File: src/common/cas_pkg.sv
/*
 Package for the configurable alarm state logic: register map, field
 positions, reset values, status codes and timing constants.
 Assumes a 10 MHz system clock and a 32-bit classic Wishbone slave port.
*/
package cas_pkg;
   // Register byte offsets
   localparam logic [5:0] CAS_OFS_CTRL = 6'h00;
   localparam logic [5:0] CAS_OFS_DELAY = 6'h04;
   localparam logic [5:0] CAS_OFS_REF = 6'h08;
   localparam logic [5:0] CAS_OFS_STATUS = 6'h0C;
   localparam logic [5:0] CAS_OFS_IRQ_STAT = 6'h10;
   localparam logic [5:0] CAS_OFS_IRQ_MASK = 6'h14;
   // Control fields
   localparam int CAS_CTRL_POL_LSB = 0;
   localparam int CAS_CTRL_SUP_BIT = 2;
   localparam int CAS_CTRL_MASK_BIT = 3;
   localparam int CAS_CTRL_ACK_BIT = 4;
   // Status fields
   localparam int CAS_ST_STATE_LSB = 0;
   localparam int CAS_ST_OUT_BIT = 2;
   localparam int CAS_ST_TRIG_BIT = 3;
   localparam int CAS_ST_BLK_BIT = 4;
   localparam int CAS_ST_TIMING_BIT = 5;
   // Interrupt event bits
   localparam int CAS_IRQ_RAISE_BIT = 0;
   localparam int CAS_IRQ_CLEAR_BIT = 1;
   localparam int CAS_IRQ_W = 2;
   // Hold policy codes
   localparam logic [1:0] CAS_POL_NONE = 2'h0;
   localparam logic [1:0] CAS_POL_AUTO = 2'h1;
   localparam logic [1:0] CAS_POL_MANUAL = 2'h2;
   localparam logic [1:0] CAS_POL_TRIGGER_ONLY = 2'h3;
   // Alarm status codes
   localparam logic [1:0] CAS_STATE_OFF = 2'h0;
   localparam logic [1:0] CAS_STATE_ACT_ACK = 2'h1;
   localparam logic [1:0] CAS_STATE_INACT_UNACK = 2'h2;
   localparam logic [1:0] CAS_STATE_ACT_UNACK = 2'h3;
   // Reset values
   localparam logic [1:0] CAS_RST_POL = CAS_POL_NONE;
   localparam logic CAS_RST_SUP = 1'b0;
   localparam logic CAS_RST_MASK = 1'b0;
   localparam logic [31:0] CAS_RST_DELAY = 32'h0000_0000;
   localparam logic [31:0] CAS_RST_REF = 32'h0000_0000;
   localparam logic [CAS_IRQ_W-1:0] CAS_RST_IRQ_MASK = 2'h0;
   // Timing
   localparam int CAS_CLK_PERIOD_NS = 100;
   localparam int CAS_TICK_PERIOD_NS = 100_000_000;
   localparam int CAS_TICK_CYC = CAS_TICK_PERIOD_NS / CAS_CLK_PERIOD_NS;
   localparam int CAS_DELAY_MAX_TENTHS = 99999;
   localparam int CAS_DELAY_W = 17;
endpackage

File: src/rtl/cas_alarm.sv
/*
 Per-alarm state logic: hold policy, start-up suppression, onset delay,
 acknowledge, masking, status and interrupt, behind a Wishbone slave.
 Assumes trigger and normal-condition inputs come from another domain,
 and a single 10 MHz clock with synchronous active-low reset.
*/
`timescale 1ns/1ps
// Summary of operation
// - Policy 0: alarm clears as soon as trigger drops, no acknowledge.
// - Policy 1: alarm holds until cleared and acknowledged; acknowledge accepted anytime.
// - Policy 2: acknowledge only accepted after trigger cleared; earlier ones ignored.
// - Policy 3: non-holding alarm used as internal trigger, never annunciated.
// - Suppression 1 blocks alarm after start-up until value first normal.
// - An unacknowledged held alarm is retained, not suppressed; a reference write that re-arms blocking clears it.
// - Writing the reference while suppression is on re-arms blocking.
// - Onset delay 0.0 to 9999.9 s between trigger and activation.
// - Trigger dropping before delay expiry resets the timer, no activation.
// - Zero delay activates immediately with the trigger.
// - Alarm output is 1 whenever status is not off.
// - Acknowledge written as 1 is taken, then returns to 0 itself.
// - Mask set forces the alarm off and status off.
// - Active alarm goes off on masking; status recomputed on unmask.
// - Trigger during mask leaves alarm off until unmask, then evaluated.
// - Status codes: 0 off, 1 active acked, 2 inactive unacked, 3 active unacked.
module cas_alarm
   import cas_pkg::*;
#(
   parameter int TICK_DIV = CAS_TICK_CYC,
   parameter int DELAY_W = CAS_DELAY_W
) (
   // Clocking
   input wire logic mclk,
   input wire logic nrst,
   input wire logic ce,
   // Wishbone slave
   input wire logic wb_cyc_i,
   input wire logic wb_stb_i,
   input wire logic wb_we_i,
   input wire logic [5:0] wb_adr_i,
   input wire logic [3:0] wb_sel_i,
   input wire logic [31:0] wb_dat_i,
   output logic [31:0] wb_dat_o,
   output logic wb_ack_o,
   // Monitored conditions
   input wire logic trigger_in,
   input wire logic value_normal_in,
   // Alarm results
   output logic alarm_out,
   output logic [1:0] alarm_state,
   output logic annunciate,
   output logic irq
);
   ////////////////////////////////////////////////////////////////////
   // Refused at elaboration, before any logic is built
   if (DELAY_W < CAS_DELAY_W || DELAY_W > 31) begin : g_bad_delay_w
      $error("cas_alarm: DELAY_W cannot hold the delay range");
   end
   if (TICK_DIV < 1) begin : g_bad_tick_div
      $error("cas_alarm: TICK_DIV must be at least one");
   end

   function automatic logic [31:0] merge(input logic [31:0] old_v, input logic [31:0] new_v,
                                         input logic [3:0] sel);
      logic [31:0] r;
      r = old_v;
      for (int i = 0; i < 4; i++) begin
         if (sel[i]) begin
            r[i*8 +: 8] = new_v[i*8 +: 8];
         end
      end
      return r;
   endfunction

   logic [1:0] pol_q;
   logic sup_en_q;
   logic mask_q;
   logic ack_pend_q;
   logic [DELAY_W-1:0] delay_q;
   logic [31:0] ref_q;
   logic [CAS_IRQ_W-1:0] irq_stat_q;
   logic [CAS_IRQ_W-1:0] irq_mask_q;
   logic blocked_q;
   logic lat_q;
   logic acked_q;
   logic [DELAY_W-1:0] cnt_q;
   logic trig_s;
   logic normal_s;
   logic tick;
   logic req;
   logic wr;
   logic wr_ctrl;
   logic ref_wr;
   logic rearm;
   logic blk;
   logic arm_trig;
   logic act;
   logic latching;
   logic ack_ok;
   logic clr;
   logic [1:0] st;
   logic out_d;
   logic [CAS_IRQ_W-1:0] ev;
   logic [31:0] rd;
   logic [31:0] ctrl_rd;
   logic [31:0] wdat;

   ////////////////////////////////////////////////////////////////////
   cas_sync3 u_sync_trig (
      .mclk(mclk),
      .nrst(nrst),
      .ce(ce),
      .d(trigger_in),
      .q(trig_s)
   );

   cas_sync3 u_sync_norm (
      .mclk(mclk),
      .nrst(nrst),
      .ce(ce),
      .d(value_normal_in),
      .q(normal_s)
   );

   cas_tick #(
      .DIV(TICK_DIV)
   ) u_tick (
      .mclk(mclk),
      .nrst(nrst),
      .ce(ce),
      .tick(tick)
   );

   ////////////////////////////////////////////////////////////////////
   // Writes land on the edge where the master sees ack
   assign req = wb_cyc_i & wb_stb_i;
   assign wr = req & wb_we_i & wb_ack_o;
   assign wr_ctrl = wr && wb_adr_i == CAS_OFS_CTRL;
   assign ref_wr = wr && wb_adr_i == CAS_OFS_REF;
   assign ctrl_rd = {27'h0, ack_pend_q, mask_q, sup_en_q, pol_q};
   assign wdat = merge(ctrl_rd, wb_dat_i, wb_sel_i);

   always_ff @(posedge mclk) begin
      if (!nrst) begin
         wb_ack_o <= 1'b0;
      end else if (ce) begin
         wb_ack_o <= req & ~wb_ack_o;
      end
   end

   always_comb begin
      rd = 32'h0;
      if (wb_adr_i == CAS_OFS_CTRL) begin
         rd = ctrl_rd;
      end else if (wb_adr_i == CAS_OFS_DELAY) begin
         rd = 32'(delay_q);
      end else if (wb_adr_i == CAS_OFS_REF) begin
         rd = ref_q;
      end else if (wb_adr_i == CAS_OFS_STATUS) begin
         rd[CAS_ST_STATE_LSB +: 2] = alarm_state;
         rd[CAS_ST_OUT_BIT] = alarm_out;
         rd[CAS_ST_TRIG_BIT] = trig_s;
         rd[CAS_ST_BLK_BIT] = blk;
         rd[CAS_ST_TIMING_BIT] = arm_trig & ~act;
      end else if (wb_adr_i == CAS_OFS_IRQ_STAT) begin
         rd = 32'(irq_stat_q);
      end else if (wb_adr_i == CAS_OFS_IRQ_MASK) begin
         rd = 32'(irq_mask_q);
      end
   end

   always_ff @(posedge mclk) begin
      if (!nrst) begin
         wb_dat_o <= 32'h0;
      end else if (ce && req && !wb_ack_o) begin
         wb_dat_o <= rd;
      end
   end

   // Configuration registers
   always_ff @(posedge mclk) begin
      if (!nrst) begin
         pol_q <= CAS_RST_POL;
         sup_en_q <= CAS_RST_SUP;
         mask_q <= CAS_RST_MASK;
         delay_q <= CAS_RST_DELAY[DELAY_W-1:0];
         ref_q <= CAS_RST_REF;
         irq_mask_q <= CAS_RST_IRQ_MASK;
      end else if (ce && wr) begin
         if (wb_adr_i == CAS_OFS_CTRL) begin
            pol_q <= wdat[CAS_CTRL_POL_LSB +: 2];
            sup_en_q <= wdat[CAS_CTRL_SUP_BIT];
            mask_q <= wdat[CAS_CTRL_MASK_BIT];
         end else if (wb_adr_i == CAS_OFS_DELAY) begin
            // Out of range values saturate rather than wrap
            if (merge(32'(delay_q), wb_dat_i, wb_sel_i) > 32'(CAS_DELAY_MAX_TENTHS)) begin
               delay_q <= DELAY_W'(CAS_DELAY_MAX_TENTHS);
            end else begin
               delay_q <= DELAY_W'(merge(32'(delay_q), wb_dat_i, wb_sel_i));
            end
         end else if (wb_adr_i == CAS_OFS_REF) begin
            ref_q <= merge(ref_q, wb_dat_i, wb_sel_i);
         end else if (wb_adr_i == CAS_OFS_IRQ_MASK) begin
            irq_mask_q <= CAS_IRQ_W'(merge(32'(irq_mask_q), wb_dat_i, wb_sel_i));
         end
      end
   end

   // Acknowledge lives one cycle, taken or dropped, then reads zero
   always_ff @(posedge mclk) begin
      if (!nrst) begin
         ack_pend_q <= 1'b0;
      end else if (ce) begin
         ack_pend_q <= wr_ctrl & wdat[CAS_CTRL_ACK_BIT];
      end
   end

   ////////////////////////////////////////////////////////////////////
   // Suppression
   assign rearm = ref_wr & sup_en_q;
   assign blk = sup_en_q & blocked_q;

   always_ff @(posedge mclk) begin
      if (!nrst) begin
         blocked_q <= 1'b1;
      end else if (ce) begin
         if (rearm) begin
            blocked_q <= 1'b1;
         end else if (normal_s) begin
            blocked_q <= 1'b0;
         end
      end
   end

   // Onset delay
   assign arm_trig = trig_s & ~mask_q & ~blk;
   assign act = arm_trig & (delay_q == '0 || cnt_q >= delay_q);

   always_ff @(posedge mclk) begin
      if (!nrst) begin
         cnt_q <= '0;
      end else if (ce) begin
         if (!arm_trig) begin
            cnt_q <= '0;
         end else if (tick && cnt_q < delay_q) begin
            cnt_q <= cnt_q + DELAY_W'(1);
         end
      end
   end

   ////////////////////////////////////////////////////////////////////
   // Hold and acknowledge
   assign latching = pol_q == CAS_POL_AUTO || pol_q == CAS_POL_MANUAL;
   assign ack_ok = ack_pend_q & (act | lat_q) &
                   ~(pol_q == CAS_POL_MANUAL && act);
   assign clr = ~act & (~latching | acked_q | ack_ok);

   always_ff @(posedge mclk) begin
      if (!nrst) begin
         lat_q <= 1'b0;
         acked_q <= 1'b0;
      end else if (ce) begin
         if (mask_q || rearm) begin
            lat_q <= 1'b0;
            acked_q <= 1'b0;
         end else begin
            // Held state survives blocking until acknowledged
            lat_q <= act | (lat_q & ~clr);
            acked_q <= clr ? 1'b0 : (acked_q | ack_ok);
         end
      end
   end

   always_comb begin
      if (mask_q) begin
         st = CAS_STATE_OFF;
      end else if (act) begin
         st = acked_q ? CAS_STATE_ACT_ACK : CAS_STATE_ACT_UNACK;
      end else if (lat_q && latching) begin
         st = CAS_STATE_INACT_UNACK;
      end else begin
         st = CAS_STATE_OFF;
      end
   end

   assign out_d = st != CAS_STATE_OFF;
   assign ev[CAS_IRQ_RAISE_BIT] = out_d & ~alarm_out & (pol_q != CAS_POL_TRIGGER_ONLY);
   assign ev[CAS_IRQ_CLEAR_BIT] = ~out_d & alarm_out;

   always_ff @(posedge mclk) begin
      if (!nrst) begin
         alarm_state <= CAS_STATE_OFF;
         alarm_out <= 1'b0;
         annunciate <= 1'b0;
      end else if (ce) begin
         alarm_state <= st;
         alarm_out <= out_d;
         annunciate <= out_d & (pol_q != CAS_POL_TRIGGER_ONLY);
      end
   end

   // Interrupts: an event in the clearing cycle still sets its bit
   always_ff @(posedge mclk) begin
      if (!nrst) begin
         irq_stat_q <= '0;
         irq <= 1'b0;
      end else if (ce) begin
         if (wr && wb_adr_i == CAS_OFS_IRQ_STAT) begin
            irq_stat_q <= (irq_stat_q & ~wb_dat_i[CAS_IRQ_W-1:0]) | ev;
         end else begin
            irq_stat_q <= irq_stat_q | ev;
         end
         irq <= |(irq_stat_q & irq_mask_q);
      end
   end
endmodule

File: src/rtl/cas_sync3.sv
/*
 Three-flop input synchroniser with agreement filter.
 Assumes an asynchronous level input; output changes once stages two
 and three agree.
*/
`timescale 1ns/1ps
module cas_sync3 (
   // Clocking
   input wire logic mclk,
   input wire logic nrst,
   input wire logic ce,
   // Data
   input wire logic d,
   output logic q
);
   logic s1_q;
   logic s2_q;
   logic s3_q;

   always_ff @(posedge mclk) begin
      if (!nrst) begin
         s1_q <= 1'b0;
         s2_q <= 1'b0;
         s3_q <= 1'b0;
         q <= 1'b0;
      end else if (ce) begin
         s1_q <= d;
         s2_q <= s1_q;
         s3_q <= s2_q;
         // Only the later stages filter, the first may be metastable
         if (s2_q == s3_q) begin
            q <= s3_q;
         end
      end
   end
endmodule

File: src/rtl/cas_tick.sv
/*
 Tenth-of-a-second tick generator.
 Assumes the system clock; DIV is the number of clocks per tick.
*/
`timescale 1ns/1ps
module cas_tick #(
   parameter int DIV = 1_000_000
) (
   // Clocking
   input wire logic mclk,
   input wire logic nrst,
   input wire logic ce,
   // Tick
   output logic tick
);
   logic [31:0] cnt_q;

   if (DIV < 1) begin : g_bad_div
      $error("cas_tick: DIV must be at least one");
   end

   always_ff @(posedge mclk) begin
      if (!nrst) begin
         cnt_q <= 32'h0;
         tick <= 1'b0;
      end else if (ce) begin
         if (cnt_q >= 32'(DIV - 1)) begin
            cnt_q <= 32'h0;
            tick <= 1'b1;
         end else begin
            cnt_q <= cnt_q + 32'h1;
            tick <= 1'b0;
         end
      end
   end
endmodule

File: config.mk
export PLATFORM = sky130hd
export DESIGN_NAME = cas_alarm
export DESIGN_NICKNAME = d
export VERILOG_FILES = /design/src/common/cas_pkg.sv /design/src/rtl/cas_alarm.sv /design/src/rtl/cas_sync3.sv /design/src/rtl/cas_tick.sv
export SDC_FILE = /design/constraint.sdc
export NUM_CORES = 1
export LEC_CHECK = 0
export BUFFER_PORTS_ARGS = -buffer_cell sky130_fd_sc_hd__buf_2
export CORE_MARGIN = 10
export CORE_UTILIZATION = 58
export CTS_CLUSTER_SIZE = 28
export DETAILED_ROUTE_END_ITERATION = 10
export PLACE_DENSITY = 0.83
export SYNTH_ARGS = -nofsm -noshare
export SYNTH_HDL_FRONTEND = slang
export SYNTH_SLANG_ARGS = --single-unit
File: constraint.sdc
create_clock -name mclk -period 3.19 [get_ports mclk]
set_clock_uncertainty 0.15 [all_clocks]
set_input_delay 0.7975 -clock mclk [delete_from_list [all_inputs] [get_ports mclk]]
set_output_delay 0.7975 -clock mclk [all_outputs]
set_load 0.01 [all_outputs]
# Word-level counts from Yosys, hierarchy flattened
# Cells that the tools add are included.
[op_classes] addsub=2 magnitude_cmp=4 eq_ne=11 n_mux=43 bitwise=41 reduce_logical=29
[op_table] cell="32-bit 2-to-1 mux" count=5
[op_table] cell="8-bit 2-to-1 mux" count=20
[op_table] cell="17-bit 2-to-1 mux" count=3
[op_table] cell="32-bit by 1-bit adder with 32-bit output, second input constant" count=1
[op_table] cell="32-bit by 20-bit >= comparator with 1-bit output, second input constant" count=1
[op_table] cell="32-bit by 17-bit greater-than comparator with 1-bit output, second input constant" count=1
[op_table] cell="26-bit 2-to-1 mux" count=1
[op_table] cell="5-bit AND reduction" count=4
[op_table] cell="1-bit AND" count=19
[op_table] cell="17-bit by 1-bit adder with 17-bit output, second input constant" count=1
[op_table] cell="17-bit >= comparator" count=1
[op_table] cell="17-bit zero test" count=1
[op_table] cell="17-bit < comparator" count=1
[op_table] cell="6-bit by 4-bit == test with 1-bit output, second input constant" count=2
[op_table] cell="6-bit by 5-bit == test with 1-bit output, second input constant" count=2
[op_table] cell="2-bit 2-to-1 mux" count=6
[op_table] cell="1-bit NOT" count=12
[op_table] cell="1-bit logical AND" count=9
[op_table] cell="2-bit AND reduction" count=4
[op_table] cell="6-bit by 3-bit == test with 1-bit output, second input constant" count=1
[op_table] cell="6-bit zero test" count=1
[op_table] cell="1-bit 2-to-1 mux" count=6
[op_table] cell="6-bit 2-to-1 mux" count=1
[op_table] cell="3-bit AND reduction" count=2
[op_table] cell="15 further kinds" count=25
[totals] ff_bits=157 input_bits=50 out_inout_bits=38

# Depth between registers and ports, before layout
[depth] ltp_word=13 ltp_mapped=9 ltp_nobuf=8

# Modules after synthesis
# From an unflattened synthesis, not the netlist that was laid out.
[hier_totals] cells_unflattened=896 hier_area_um2=7631.1
[modules_own_cells] module="cas_alarm" n_inst=1 cells_per_inst=691 area_per_inst_um2=5734.2
[modules_own_cells] module="cas_tick" n_inst=1 cells_per_inst=177 area_per_inst_um2=1579.0
[modules_own_cells] module="cas_sync3" n_inst=2 cells_per_inst=14 area_per_inst_um2=158.9

# Worst setup path before layout
# Ideal clock, no wire load.
[synth_path] path_kind="input-to-reg" from="in wb_adr_i[3]" to="reg delay_q[1]" setup_ns=0.119 arrival_time_ns=2.297 slack_ns=0.624 path_stages=8 path_buffers=2 cell_sequence="clkbuf_1 -> nor4_1 -> and3b_1 -> buf_2 -> nand2_2 -> nor2_4 -> nand3_2 -> o221a_2"
[synth_between] elab_chain_cells=3
[synth_lines] element="from (decl)" line="cas_alarm.sv:39" rtl="input wire logic [5:0] wb_adr_i,"
[synth_lines] element="6-bit zero test" line="cas_alarm.sv:189" rtl="if (wb_adr_i == CAS_OFS_CTRL) begin"
[synth_lines] element="1-bit NOT (no source line)"
[synth_lines] element="3-bit AND reduction (no source line) *"
[synth_lines] element="to (signal assigned)" line="cas_alarm.sv:185" rtl="delay_q <= CAS_RST_DELAY[DELAY_W-1:0];"
[synth_lines] element="to (signal assigned)" line="cas_alarm.sv:196" rtl="delay_q <= DELAY_W'(CAS_DELAY_MAX_TENTHS);"
[synth_lines] element="to (signal assigned)" line="cas_alarm.sv:198" rtl="delay_q <= DELAY_W'(merge(32'(delay_q), wb_dat_i, wb_sel_i));"
[synth_lines] element="to (decl)" line="cas_alarm.sv:78" rtl="logic [DELAY_W-1:0] delay_q;"
# Mark *: on every way between the ends. The rest lies on a longest branch, timed or not.
# A chain may end at the register's enable or synchronous reset.

# Worst setup path in the final report
[layout_path] from="reg delay_q[4]" to="reg cnt_q[14]"
[layout_between] elab_chain_cells=4
[layout_lines] element="17-bit < comparator" line="cas_alarm.sv:244" rtl="end else if (tick && cnt_q < delay_q) begin"
[layout_lines] element="1-bit logical AND" line="cas_alarm.sv:244"
[layout_lines] element="2-bit by 1-bit != test with 1-bit output (no source line)"
[layout_lines] element="2-bit AND reduction (no source line)"
[layout_lines] element="to (signal assigned)" line="cas_alarm.sv:245" rtl="cnt_q <= cnt_q + DELAY_W'(1);"
[layout_lines] element="to (decl)" line="cas_alarm.sv:85" rtl="logic [DELAY_W-1:0] cnt_q;"
# Every way passes these cells.

==> flow_summary.json <==
{
  "status": "complete, no violations",
  "synth_area_per_cell_um2": 8.649,
  "swShare_pct": 23.40,
  "worstPathCellList": "inv_1, ha_1, a21oi_1, o21ai_1, a211oi_4, a31oi_4, buf_4, or4_1, a21oi_1",
  "synth_top_area_share_pct": 42.30,
  "cts_sinks": 157,
  "synthArstFlopShare_pct": 0,
  "grt_pass1_vias": 6351,
  "switchingPower_mw": 1.013,
  "maxCapViolations": 0,
  "die-area_um2": 17740,
  "synthFlopType": "dfxtp_1",
  "clkPwrFrac_pct": 49.3,
  "synth_seq_area_share_pct": 42.30,
  "final_hold_viol_count": 0,
  "crit_type": "flop to flop",
  "slew_viol_final": 0,
  "p_leak_nw": 3.425,
  "post-route-cell-area_um2": 8623,
  "finalWirelength_um": 18650,
  "stdcell_count": 1123,
  "timing.final.setup_violations": 0,
  "antenna_found_initial": 0,
  "start_kind": "flop",
  "worst-path-stages": 9,
  "most-common-layout-cells": "dfxtp_1, nor2_1, buf_2",
  "ir_drop_mv": 0.3816,
  "comb_power_share_pct": 4.8,
  "path_max_fanout": 32,
  "cp_slowest_cell": "or4_1",
  "required_ns": 3.40,
  "dp_hpwl_um": 12850,
  "fin_crit_sh_pct": 86.08,
  "cts_resized": 0,
  "synth.area.top_cells": "dfxtp_1, mux2i_1, nor2_1",
  "synth_edf_count": 0,
  "cts_tree": "built",
  "dpl_worst_slack_ns": 0.4642,
  "fp.coreArea_um2": 12570,
  "placed_cell_area_um2": 8000,
  "viasPerCell": 5.963,
  "cpPeakStageDelay_ns": 0.52,
  "rsz0062_at_grt": "no",
  "grt_pass1_wl_um": 30260,
  "clk_pin_slew_ns": 0.06,
  "cp_top_family": "compound AO/OA/AOI/OAI gates",
  "relSlewSlack_pct": 56.84,
  "ctsLongestPathBuffers": 2,
  "grt_util_all_layers_pct": 20.34,
  "drive_above_1_share_pct": 18.63,
  "final.min_clock_period_ns": 2.746,
  "drt_iter0_drc": 596,
  "yosysUniqueCellTypes": 71,
  "cts_setup_buffers": 0,
  "synth_fp_nets": 930,
  "vias": 6697,
  "mostFrequentLayoutCell": "dfxtp_1",
  "crit_path_end_kind": "flop",
  "hp-class": "flop to flop",
  "worst_slew_pin_slew_ns": 0.6473,
  "whs_ns": 0.2964,
  "fin_ws_ns": 0.4440,
  "path_common_cell": "a21oi_1",
  "initial_utilization_pct": 59.11,
  "cts_buffers": 17,
  "insertion_delay_ns": 0.43,
  "finalNetCount": 1008,
  "yosys.area.top_type": "dfxtp_1",
  "ys_seq_elements": 157,
  "yosysWarnings": 0,
  "p_int_mw": 3.318,
  "powerDensity_nw_per_um2": 502.2,
  "routabilityCongestion": 0.8721,
  "pin_count": 88,
  "die_y_um": 133.2,
  "cp_data_arrival_time_ns": 2.95,
  "p_seq_share_pct": 45.9,
  "placed_cells": 1090,
  "drt_first_pass_iters": 5,
  "r2r_cells": 9,
  "cts_max_level": 4,
  "syn_area_um2": 7430,
  "synthToLayoutAreaGrowth_pct": 16.07,
  "hold_depth": 2,
  "portBuffers": 87,
  "max_freq_mhz": 364.2,
  "root_buffer": "clkbuf_16",
  "postRouteAntennaNets": 0,
  "die_width_um": 133.2,
  "grt_max_degree": 55,
  "num-fill-cells": 989,
  "drc": 0,
  "wl_per_cell_um": 16.61,
  "rows": 41,
  "postSynthCellCount": 859,
  "overflow": 0,
  "crit_buf_inv": 2,
  "fin_setup_tns_ns": 0,
  "cts-hold-fix-buffers": 0
}
==> area by class of cell <==
| type | instances | area, um2 | share of cell area (%) |
|---|---|---|---|
| Inverter | 31 | 116.4 | 1.349 |
| Clock buffer | 19 | 442.9 | 5.136 |
| Multi-Input combinational cell | 627 | 3970 | 46.04 |
| Sequential cell | 157 | 3143 | 36.45 |
| Tap cell | 172 | 215.2 | 2.496 |
| Antenna cell | 1 | 2.502 | 0.02902 |
| Clock inverter | 13 | 177.7 | 2.060 |
| Timing Repair Buffer | 103 | 555.5 | 6.442 |
==> worst paths after layout <==
check               start           end  slack (ns)
max reg2reg    delay_q[4]     cnt_q[14]        0.44
max            delay_q[4]     cnt_q[14]        0.44
min          wb_dat_o[26]  wb_dat_o[26]        0.30
min reg2reg  wb_dat_o[26]  wb_dat_o[26]        0.30
==> stage by stage <==
stage / total power, mW / util [%]
floorplan: 2.145 / -
CTS: 4.348 / 68.59
finish: 4.331 / 68.61
detailed placement: 2.234 / 63.65
global route: 4.454 / 68.59
global placement: 2.232 / 63.65
==> cell usage after synthesis (14+ instances only) <==
| cell | number |
|---|---|
| a21oi_1 | 57 |
| mux2i_1 | 42 |
| nand2_1 | 86 |
| inv_1 | 30 |
| dfxtp_1 | 157 |
| a221oi_1 | 15 |
| xnor2_1 | 17 |
| nor3_1 | 27 |
| nand4_1 | 15 |
| nor2_1 | 107 |
| nand3_1 | 58 |
| ha_1 | 21 |
| clkbuf_1 | 30 |
| xor2_1 | 14 |
| o21ai_0 | 15 |
==> power by group through the flow <==
stage / combinational, mW / sequential (mW) / clock, mW
floorplan: 0.111 / 2.03 / 0
global placement: 0.201 / 2.03 / 0
finish: 0.208 / 1.99 / 2.14
CTS: 0.205 / 1.99 / 2.16
detailed placement: 0.203 / 2.03 / 0
global route: 0.225 / 1.99 / 2.24
==> registers in the layout (all words and copies together) (netlist names), 2 cells and up <==
signal        count
alarm_state       2
cnt_q            17
delay_q          17
irq_mask_q        2
irq_stat_q        2
pol_q             2
ref_q            32
u_tick.cnt_q     32
wb_dat_o         32
==> worst reg2reg max path, cell delays in order, from the launching register on <==
cell and delay, ns:
dfxtp_1 0.43, inv_1 0.08, ha_1 0.33, a21oi_1 0.13, o21ai_1 0.12, a211oi_4 0.40
a31oi_4 0.12, buf_4 0.24, or4_1 0.53, a21oi_1 0.15
==> cells by family (layout without fill, tap and decap cells) <==
logic type | Yosys count | in the layout | share of synthesized area [%]
AO/OA/AOI/OAI | 163 | 163 | 15.31
XOR/XNOR | 31 | 31 | 3.654
adder cells (fa/ha/maj) | 21 | 21 | 3.537
buffers and inverters | 75 | 166 | 4.480
flip-flops | 157 | 157 | 42.30
multiplexers | 44 | 44 | 6.113
other | 0 | 1 | 0
AND/OR/NAND/NOR | 368 | 368 | 24.60
==> per-layer routing <==
layer	routed length (um)	share of wire, %	vias up	global-route usage, %
met1	8073	43	3164	24.15
met2	8828	47	218	33.81
met5	0	0	-	0
met4	551	3.0	0	9.371
met3	1199	6.4	52	5.150
li1	-	-	3263	-
(Power assumes the default switching activity.)
